$ cat config.mk
export PLATFORM = sky130hd
export DESIGN_NAME = pgp_prog_flat
export DESIGN_NICKNAME = d
export VERILOG_FILES = /design/src/rtl/pgp_dev_pad.sv /design/src/rtl/pgp_pkg.sv /design/src/rtl/pgp_link_if.sv /design/src/rtl/pgp_prog.sv /design/src/flat_wrapper.sv
export VERILOG_INCLUDE_DIRS = /design/src /design/src/rtl
export SDC_FILE = /design/constraint.sdc
export NUM_CORES = 1
export LEC_CHECK = 0
export BUFFER_PORTS_ARGS = -buffer_cell sky130_fd_sc_hd__buf_4
export CORE_MARGIN = 5
export CORE_UTILIZATION = 34
export CTS_CLUSTER_SIZE = 24
export DETAILED_ROUTE_END_ITERATION = 10
export GPL_TIMING_DRIVEN = 0
export SYNTH_ARGS = -nofsm -noshare
export SYNTH_HDL_FRONTEND = slang
export SYNTH_SLANG_ARGS = --single-unit
$ cat constraint.sdc
create_clock -name clk_sys_i -period 2.5 [get_ports clk_sys_i]
set_clock_uncertainty 0.1 [all_clocks]
set_input_delay 0.25 -clock clk_sys_i [delete_from_list [all_inputs] [get_ports clk_sys_i]]
set_output_delay 0.25 -clock clk_sys_i [all_outputs]
set_load 0.005 [all_outputs]
$ cat src/rtl/pgp_cfg.svh
// Constants for the serial programming port: fields, pin indices, timing
`ifndef PGP_CFG_SVH
`define PGP_CFG_SVH

// ****************************************************************
// Command and response word layout
// ****************************************************************
`define PGP_WORD_W 32
`define PGP_WORD_MSB 31
`define PGP_SEL_DATA 29
`define PGP_SEL_CODE 28
`define PGP_DIR_BIT 24
`define PGP_ADDR_HI 17
`define PGP_ADDR_LO 8
`define PGP_DATA_HI 7
`define PGP_DATA_LO 0
`define PGP_UPPER_W 14
`define PGP_ADDR_W 10
`define PGP_DATA_W 8
`define PGP_RESP_RST 32'h0000_0000

// ****************************************************************
// Device pin synchroniser slots
// ****************************************************************
`define PGP_IN_HV 0
`define PGP_IN_LOAD 1
`define PGP_IN_SDI 2
`define PGP_IN_SCK 3
`define PGP_IN_N 4

// ****************************************************************
// Timing, system clock 100 MHz
// ****************************************************************
`define PGP_CLK_NS 10
`define PGP_SCK_HALF_NS 2000
`define PGP_ACCESS_NS 1000
`define PGP_HV_NS 10000
`define PGP_SCK_HALF ((`PGP_SCK_HALF_NS + `PGP_CLK_NS - 1) / `PGP_CLK_NS)
`define PGP_ACCESS_CYC ((`PGP_ACCESS_NS + `PGP_CLK_NS - 1) / `PGP_CLK_NS)
`define PGP_HV_CYC ((`PGP_HV_NS + `PGP_CLK_NS - 1) / `PGP_CLK_NS)
`define PGP_CNT_W 10
`define PGP_BIT_W 6
`define PGP_LAST_BIT 31
`define PGP_EXEC_PULSES 2

// ****************************************************************
// Command buffer
// ****************************************************************
`define PGP_FIFO_DEPTH 8

`endif

$ cat src/rtl/pgp_dev_pad.sv
// Intentionally empty

$ cat src/rtl/pgp_pkg.sv
// Types shared by both ends of the serial programming port
`default_nettype none

package pgp_pkg;

  typedef enum logic [2:0] {
    DEV_OFF,
    DEV_ENTRY,
    DEV_SHIFT,
    DEV_EXEC,
    DEV_BUSY,
    DEV_DONE
  } pgp_dev_st_t;

  typedef enum logic [2:0] {
    PRG_IDLE,
    PRG_HV,
    PRG_READY,
    PRG_SHIFT,
    PRG_EXEC,
    PRG_HS
  } pgp_prg_st_t;

endpackage : pgp_pkg

`default_nettype wire

$ cat src/rtl/pgp_link_if.sv
// Four-wire programming link between programmer and device
`timescale 1ns/1ns
`default_nettype none

interface pgp_link_if;
  logic load_hv;
  logic load;
  logic sdi;
  logic sck;
  logic sdo;

  modport dev (
    input load_hv,
    input load,
    input sdi,
    input sck,
    output sdo
  );

  modport prog (
    output load_hv,
    output load,
    output sdi,
    output sck,
    input sdo
  );
endinterface : pgp_link_if

`default_nettype wire

$ cat src/rtl/pgp_prog.sv
// Programmer end of the serial programming port, with command FIFO
`timescale 1ns/1ns
`default_nettype none
`include "pgp_cfg.svh"

// ****************************************************************
// Command FIFO
// ****************************************************************
module pgp_fifo #(
  parameter int WIDTH = `PGP_WORD_W,
  parameter int DEPTH = `PGP_FIFO_DEPTH
) (
  input wire logic clk_sys_i,
  input wire logic nrst_i,
  input wire logic in_valid_i,
  input wire logic [WIDTH-1:0] in_data_i,
  output logic in_ready_o,
  output logic out_valid_o,
  output logic [WIDTH-1:0] out_data_o,
  input wire logic out_ready_i
);
  localparam int AW = (DEPTH > 1) ? $clog2(DEPTH) : 1;

  typedef struct packed {
    logic [DEPTH-1:0][WIDTH-1:0] mem;
    logic [AW-1:0] wr;
    logic [AW-1:0] rd;
    logic [AW:0] cnt;
    logic in_rdy;
    logic out_vld;
  } pgp_fifo_state_t;

  pgp_fifo_state_t f_reg;
  pgp_fifo_state_t f_next;
  logic push;
  logic pop;

  assign push = in_valid_i & f_reg.in_rdy;
  assign pop = out_ready_i & f_reg.out_vld;

  always_comb
  begin
    f_next = f_reg;
    if (push)
    begin
      f_next.mem[f_reg.wr] = in_data_i;
      f_next.wr = (f_reg.wr == AW'(DEPTH - 1)) ? '0 : f_reg.wr + AW'(1);
    end
    if (pop)
    begin
      f_next.rd = (f_reg.rd == AW'(DEPTH - 1)) ? '0 : f_reg.rd + AW'(1);
    end
    f_next.cnt = f_reg.cnt + (AW+1)'(push) - (AW+1)'(pop);
    f_next.in_rdy = f_next.cnt != (AW+1)'(DEPTH);
    f_next.out_vld = f_next.cnt != '0;
  end

  always_ff @(posedge clk_sys_i)
  begin
    if (!nrst_i)
    begin
      f_reg <= '{mem: '0, wr: '0, rd: '0, cnt: '0, in_rdy: 1'b1, out_vld: 1'b0};
    end
    else
    begin
      f_reg <= f_next;
    end
  end

  assign in_ready_o = f_reg.in_rdy;
  assign out_valid_o = f_reg.out_vld;
  assign out_data_o = f_reg.mem[f_reg.rd];
endmodule : pgp_fifo

// ****************************************************************
// Programmer
// ****************************************************************
module pgp_prog (
  input wire logic clk_sys_i,
  input wire logic nrst_i,
  pgp_link_if.prog link,
  input wire logic start_i,
  input wire logic cmd_valid_i,
  input wire logic [`PGP_WORD_W-1:0] cmd_data_i,
  output logic cmd_ready_o,
  output logic rsp_valid_o,
  output logic [`PGP_WORD_W-1:0] rsp_data_o,
  output logic prog_mode_o
);
  typedef struct packed {
    pgp_pkg::pgp_prg_st_t st;
    logic sdo_s1;
    logic sdo_s2;
    logic [`PGP_CNT_W-1:0] cnt;
    logic [`PGP_BIT_W-1:0] bitn;
    logic hv;
    logic load;
    logic sck;
    logic sdi;
    logic [`PGP_WORD_W-1:0] cmd;
    logic [`PGP_WORD_W-1:0] rx;
    logic first;
    logic rsp_valid;
    logic [`PGP_WORD_W-1:0] rsp_data;
    logic prog_mode;
  } pgp_prg_state_t;

  localparam logic [`PGP_CNT_W-1:0] HALF_M1 = `PGP_CNT_W'(`PGP_SCK_HALF - 1);
  localparam logic [`PGP_CNT_W-1:0] SAMP = `PGP_CNT_W'(`PGP_SCK_HALF + `PGP_ACCESS_CYC - 1);
  localparam logic [`PGP_CNT_W-1:0] PER_M1 = `PGP_CNT_W'(2 * `PGP_SCK_HALF - 1);
  localparam logic [`PGP_CNT_W-1:0] HV_M1 = `PGP_CNT_W'(`PGP_HV_CYC - 1);

  pgp_prg_state_t p_reg;
  pgp_prg_state_t p_next;
  logic q_valid;
  logic [`PGP_WORD_W-1:0] q_data;
  logic q_pop;

  assign q_pop = (p_reg.st == pgp_pkg::PRG_READY) & q_valid;

  pgp_fifo #(.WIDTH(`PGP_WORD_W), .DEPTH(`PGP_FIFO_DEPTH)) u_fifo (
    .clk_sys_i(clk_sys_i),
    .nrst_i(nrst_i),
    .in_valid_i(cmd_valid_i),
    .in_data_i(cmd_data_i),
    .in_ready_o(cmd_ready_o),
    .out_valid_o(q_valid),
    .out_data_o(q_data),
    .out_ready_i(q_pop)
  );

  always_comb
  begin
    p_next = p_reg;
    p_next.sdo_s1 = link.sdo;
    p_next.sdo_s2 = p_reg.sdo_s1;
    p_next.rsp_valid = 1'b0;
    unique case (p_reg.st)
      pgp_pkg::PRG_IDLE:
      begin
        if (start_i)
        begin
          p_next.hv = 1'b1; // RULE2
          p_next.load = 1'b1;
          p_next.cnt = '0;
          p_next.prog_mode = 1'b1;
          p_next.st = pgp_pkg::PRG_HV;
        end
      end
      pgp_pkg::PRG_HV:
      begin
        p_next.cnt = p_reg.cnt + `PGP_CNT_W'(1);
        if (p_reg.cnt == HV_M1)
        begin
          p_next.hv = 1'b0; // RULE3
          p_next.first = 1'b1;
          p_next.st = pgp_pkg::PRG_READY;
        end
      end
      pgp_pkg::PRG_READY:
      begin
        if (q_valid)
        begin
          p_next.cmd = q_data;
          p_next.sdi = q_data[`PGP_WORD_MSB];
          p_next.cnt = '0;
          p_next.bitn = '0;
          p_next.st = pgp_pkg::PRG_SHIFT;
        end
      end
      pgp_pkg::PRG_SHIFT:
      begin
        p_next.cnt = p_reg.cnt + `PGP_CNT_W'(1);
        if (p_reg.cnt == HALF_M1)
        begin
          p_next.sck = 1'b1;
        end
        // Sample the response a full access time after the rise
        if (p_reg.cnt == SAMP)
        begin
          p_next.rx = {p_reg.rx[`PGP_WORD_MSB-1:0], p_reg.sdo_s2};
        end
        if (p_reg.cnt == PER_M1)
        begin
          p_next.sck = 1'b0;
          p_next.cnt = '0;
          p_next.bitn = p_reg.bitn + `PGP_BIT_W'(1);
          p_next.cmd = {p_reg.cmd[`PGP_WORD_MSB-1:0], 1'b0};
          p_next.sdi = p_reg.cmd[`PGP_WORD_MSB-1];
          if (p_reg.bitn == `PGP_BIT_W'(`PGP_LAST_BIT))
          begin
            p_next.load = 1'b0; // RULE7
            p_next.bitn = '0;
            p_next.st = pgp_pkg::PRG_EXEC;
          end
        end
      end
      pgp_pkg::PRG_EXEC:
      begin
        p_next.cnt = p_reg.cnt + `PGP_CNT_W'(1);
        if (p_reg.cnt == HALF_M1)
        begin
          p_next.sck = 1'b1;
        end
        if (p_reg.cnt == PER_M1)
        begin
          p_next.sck = 1'b0;
          p_next.cnt = '0;
          p_next.bitn = p_reg.bitn + `PGP_BIT_W'(1);
          if (p_reg.bitn == `PGP_BIT_W'(`PGP_EXEC_PULSES - 1))
          begin
            p_next.st = pgp_pkg::PRG_HS;
          end
        end
      end
      pgp_pkg::PRG_HS:
      begin
        if (p_reg.sdo_s2)
        begin
          p_next.load = 1'b1; // RULE10
          p_next.rsp_valid = ~p_reg.first; // RULE6
          p_next.rsp_data = p_reg.rx;
          p_next.first = 1'b0;
          p_next.st = pgp_pkg::PRG_READY;
        end
      end
    endcase
  end

  always_ff @(posedge clk_sys_i)
  begin
    if (!nrst_i)
    begin
      p_reg <= '{st: pgp_pkg::PRG_IDLE, sdo_s1: 1'b0, sdo_s2: 1'b0, cnt: '0, bitn: '0,
        hv: 1'b0, load: 1'b0, sck: 1'b0, sdi: 1'b0, cmd: '0, rx: '0, first: 1'b1,
        rsp_valid: 1'b0, rsp_data: '0, prog_mode: 1'b0};
    end
    else
    begin
      p_reg <= p_next;
    end
  end

  assign link.load_hv = p_reg.hv;
  assign link.load = p_reg.load;
  assign link.sck = p_reg.sck;
  assign link.sdi = p_reg.sdi;
  assign rsp_valid_o = p_reg.rsp_valid;
  assign rsp_data_o = p_reg.rsp_data;
  assign prog_mode_o = p_reg.prog_mode;
endmodule : pgp_prog

`default_nettype wire

$ cat src/flat_wrapper.sv
// flat-port wrapper written by rule: the top's interface ports become plain ports
module pgp_prog_flat 
  (clk_sys_i, nrst_i, start_i, cmd_valid_i, cmd_data_i, cmd_ready_o, rsp_valid_o, rsp_data_o, prog_mode_o, link_load_hv, link_load, link_sdi, link_sck, link_sdo);
  pgp_link_if link_i ();
  input wire logic clk_sys_i;
  input wire logic nrst_i;
  input wire logic start_i;
  input wire logic cmd_valid_i;
  input wire logic [`PGP_WORD_W-1:0] cmd_data_i;
  output logic cmd_ready_o;
  output logic rsp_valid_o;
  output logic [`PGP_WORD_W-1:0] rsp_data_o;
  output logic prog_mode_o;
  output wire logic [$bits(link_i.load_hv)-1:0] link_load_hv;
  output wire logic [$bits(link_i.load)-1:0] link_load;
  output wire logic [$bits(link_i.sdi)-1:0] link_sdi;
  output wire logic [$bits(link_i.sck)-1:0] link_sck;
  input wire logic [$bits(link_i.sdo)-1:0] link_sdo;
  assign link_load_hv = link_i.load_hv;
  assign link_load = link_i.load;
  assign link_sdi = link_i.sdi;
  assign link_sck = link_i.sck;
  assign link_i.sdo = link_sdo;
  pgp_prog u_core (.clk_sys_i(clk_sys_i), .nrst_i(nrst_i), .link(link_i), .start_i(start_i), .cmd_valid_i(cmd_valid_i), .cmd_data_i(cmd_data_i), .cmd_ready_o(cmd_ready_o), .rsp_valid_o(rsp_valid_o), .rsp_data_o(rsp_data_o), .prog_mode_o(prog_mode_o));
endmodule
==> impl_metrics.env <==
export IMPL_fin_ws_ns=0.02771
export IMPL_synthMuxAreaShare_pct=12.84
export IMPL_cp_max_fo=10
export IMPL_rows=81
export IMPL_grt_pass1_wl_um=75560
export IMPL_cts_tree="built"
export IMPL_synth_xor_area_share_pct=0.4750
export IMPL_final_core_util_pct=40.28
export IMPL_start_util_pct=34.12
export IMPL_min_path_type="input pin to register"
export IMPL_maxSlewViolCount=0
export IMPL_clock_path_buffers=3
export IMPL_cts_htree_levels=2
export IMPL_largest_reg_flops=266
export IMPL_period_minus_slack_ns=2.472
export IMPL_post_dp_hpwl_um=34060
export IMPL_firstDrtPassIters=6
export IMPL_fill_cells=4910
export IMPL_layout_drive_gt1_share_pct=15.29
export IMPL_drt_iter0_drc=1182
export IMPL_tns_ns=0
export IMPL_antenna_found_initial=2
export IMPL_synthAdderAreaFrac_pct=0.9499
export IMPL_period_share_pct=98.89
export IMPL_drc=0
export IMPL_fmax_mhz=404.5
export IMPL_die_h_um=230.9
export IMPL_num_io_pins=76
export IMPL_finalSetupViolations=0
export IMPL_power_total_mw=15.73
export IMPL_cp_required_ns=2.87
export IMPL_max_slew_worst_pin_slew_ns=0.8897
export IMPL_grt_pass1_vias=13510
export IMPL_crit_type="register to register"
export IMPL_seq_area_frac_synth_pct=47.17
export IMPL_synth_area_leaders="dfxtp_1 (47%), nand2_1 (14%), a21oi_1 (10%)"
export IMPL_root_buffer="clkbuf_16"
export IMPL_ys_flop_type="dfxtp_1"
export IMPL_grtUsageTotal_pct=17.74
export IMPL_cts_sinks=391
export IMPL_place_area_mm2=0.01770
export IMPL_synth_edf_count=0
export IMPL_leakage_nw=6.963
export IMPL_ys_ff_latch=391
export IMPL_drv_cap=0
export IMPL_most_common_layout_cells="nand2_1 (636), dfxtp_1 (388), a21oi_1 (339), clkbuf_1 (116), buf_4 (85)"
export IMPL_synth_top_area_cell="dfxtp_1"
export IMPL_place_ws_ns=-0.4244
export IMPL_holdWs_ns=0.1748
export IMPL_synth_avg_cell_area_um2=8.399
export IMPL_powerDensity_mw_per_mm2=802.5
export IMPL_crit_arrival_ns=2.84
export IMPL_core_area_mm2=0.04865
export IMPL_async_flop_share_pct=0
export IMPL_syn_inst=1976
export IMPL_vias=14190
export IMPL_grt_setup_unrepaired="yes"
export IMPL_max_slew_margin_pct=40.69
export IMPL_grt_max_degree=13
export IMPL_peakVddDrop_v=0.0004430
export IMPL_ys_warn_count=0
export IMPL_die_x_um=230.9
export IMPL_synth_top_family_by_area="simple AND/OR/NAND/NOR gates"
export IMPL_areaGrowthSynthToFinish_pct=18.07
export IMPL_ys_types=57
export IMPL_hold_viol=0
export IMPL_drt_wl_total_um=49290
export IMPL_endpoint_kind="register"
export IMPL_postRouteAntennaNets=0
export IMPL_status="complete, no violations"
export IMPL_synth_nets=2025
export IMPL_final_common_cell="nand2_1"
export IMPL_io_buffers=42
export IMPL_synth_compound_area_share_pct=13.51
export IMPL_routedWlPerCell_um=17.94
export IMPL_cts_buffers_inserted=43
export IMPL_die_area_mm2=0.05333
export IMPL_clk_latency_ns=0.55
export IMPL_nNetsFinal=2147
export IMPL_clk_pin_slew_ns=0.06
export IMPL_routabilityCongestion=0.8679
export IMPL_syn_cell_area_mm2=0.01660
export IMPL_dpl_cell_count=2640
export IMPL_vias_per_cell=5.165
export IMPL_overflow=0
export IMPL_stdcell_area_mm2=0.01960
export IMPL_post_layout_nonfiller_instances=2748
export IMPL_setup_worst_path_start_class="register"
export IMPL_synth_simple_area_share_pct=18.83
export IMPL_yosysTopAreaCellShare_pct=47.17
==> synthesized netlist by cell type, types with 4 or more instances <==
cell type,number
nor3_1,15
xor2_1,4
nand4_1,5
buf_4,35
dfxtp_1,391
nand2_1,636
inv_1,11
and2_1,6
a21oi_1,340
nand3_1,10
mux2_2,30
o21ai_1,65
clkbuf_2,32
xnor2_1,5
nand2b_1,5
or3_1,6
nor2_1,64
mux4_2,64
nor4_1,7
mux2i_1,34
clkbuf_1,122
o21ai_0,5
buf_1,5
ha_1,11
a211oi_1,4
buf_2,15
a31oi_1,5
==> path summary, 6_finish.rpt <==
| path | from | endpoint | slack, ns | depth (start not counted) |
|---|---|---|---|---|
| min reg2reg | u_core.p_next[119] | u_core.p_reg[119] | 0.33 | 1 |
| min | nrst_i | u_core.p_reg[121] | 0.17 | 3 |
| max | u_core.u_fifo.f_reg[9] | u_core.u_fifo.f_reg[105] | 0.03 | 7 |
| max reg2reg | u_core.u_fifo.f_reg[9] | u_core.u_fifo.f_reg[105] | 0.03 | 7 |
==> logic make-up after synthesis <==
| logic type | count (synthesis) |
|---|---|
| adder cells (fa/ha/maj) | 12 |
| XOR/XNOR | 9 |
| multiplexers | 129 |
| flip-flops | 391 |
| AO/OA/AOI/OAI | 434 |
| AND/OR/NAND/NOR | 778 |
| buffers and inverters | 223 |
==> layer usage <==
layer  global-route usage (%)  up-vias  share of wire, %
met5                        0        -             0.014
met4                    4.588        2               2.2
met3                    3.505       88               7.5
met2                    29.90      476                48
met1                    23.46     6772                43
li1                         -     6856                 -
==> cell type report <==
| class | instances | area, um^2 | share of cell area (%) |
|---|---|---|---|
| Clock buffer | 68 | 1272 | 6.494 |
| Multi-Input combinational cell | 1362 | 7815 | 39.88 |
| Timing Repair Buffer | 81 | 695.7 | 3.550 |
| Buffer | 206 | 1044 | 5.325 |
| Tap cell | 622 | 778.2 | 3.972 |
| Inverter | 13 | 51.30 | 0.2618 |
| Antenna cell | 1 | 2.502 | 0.01277 |
| Sequential cell | 391 | 7839 | 40.00 |
| Clock inverter | 4 | 97.59 | 0.4981 |
==> worst max-delay path: stages, from the launching register on <==
cell and delay [ns]:
dfxtp_1 0.34, clkbuf_1 0.40, nand2b_1 0.24, or3_1 0.13, clkbuf_1 0.30, clkbuf_1 0.56, nand2_1 0.14, a21oi_1 0.19
==> report_power, final <==
group          switching [mW]  total (mW)  internal, mW
registers               0.254        6.86          6.61
clock network            2.53        6.30          3.77
logic                    1.56        2.57          1.01
total                    4.34        15.7          11.4
==> what timing repair did <==
item | CTS | global route
hold buffers | 35 | 0
setup endpoints to repair | 155 | 170
endpoints found under the hold margin | 260 | 0
pin swaps | 4 | 5
gates resized for setup | 33 | 48
buffers inserted | 1 | 3
No activity file was read; power rests on OpenSTA's default activity.
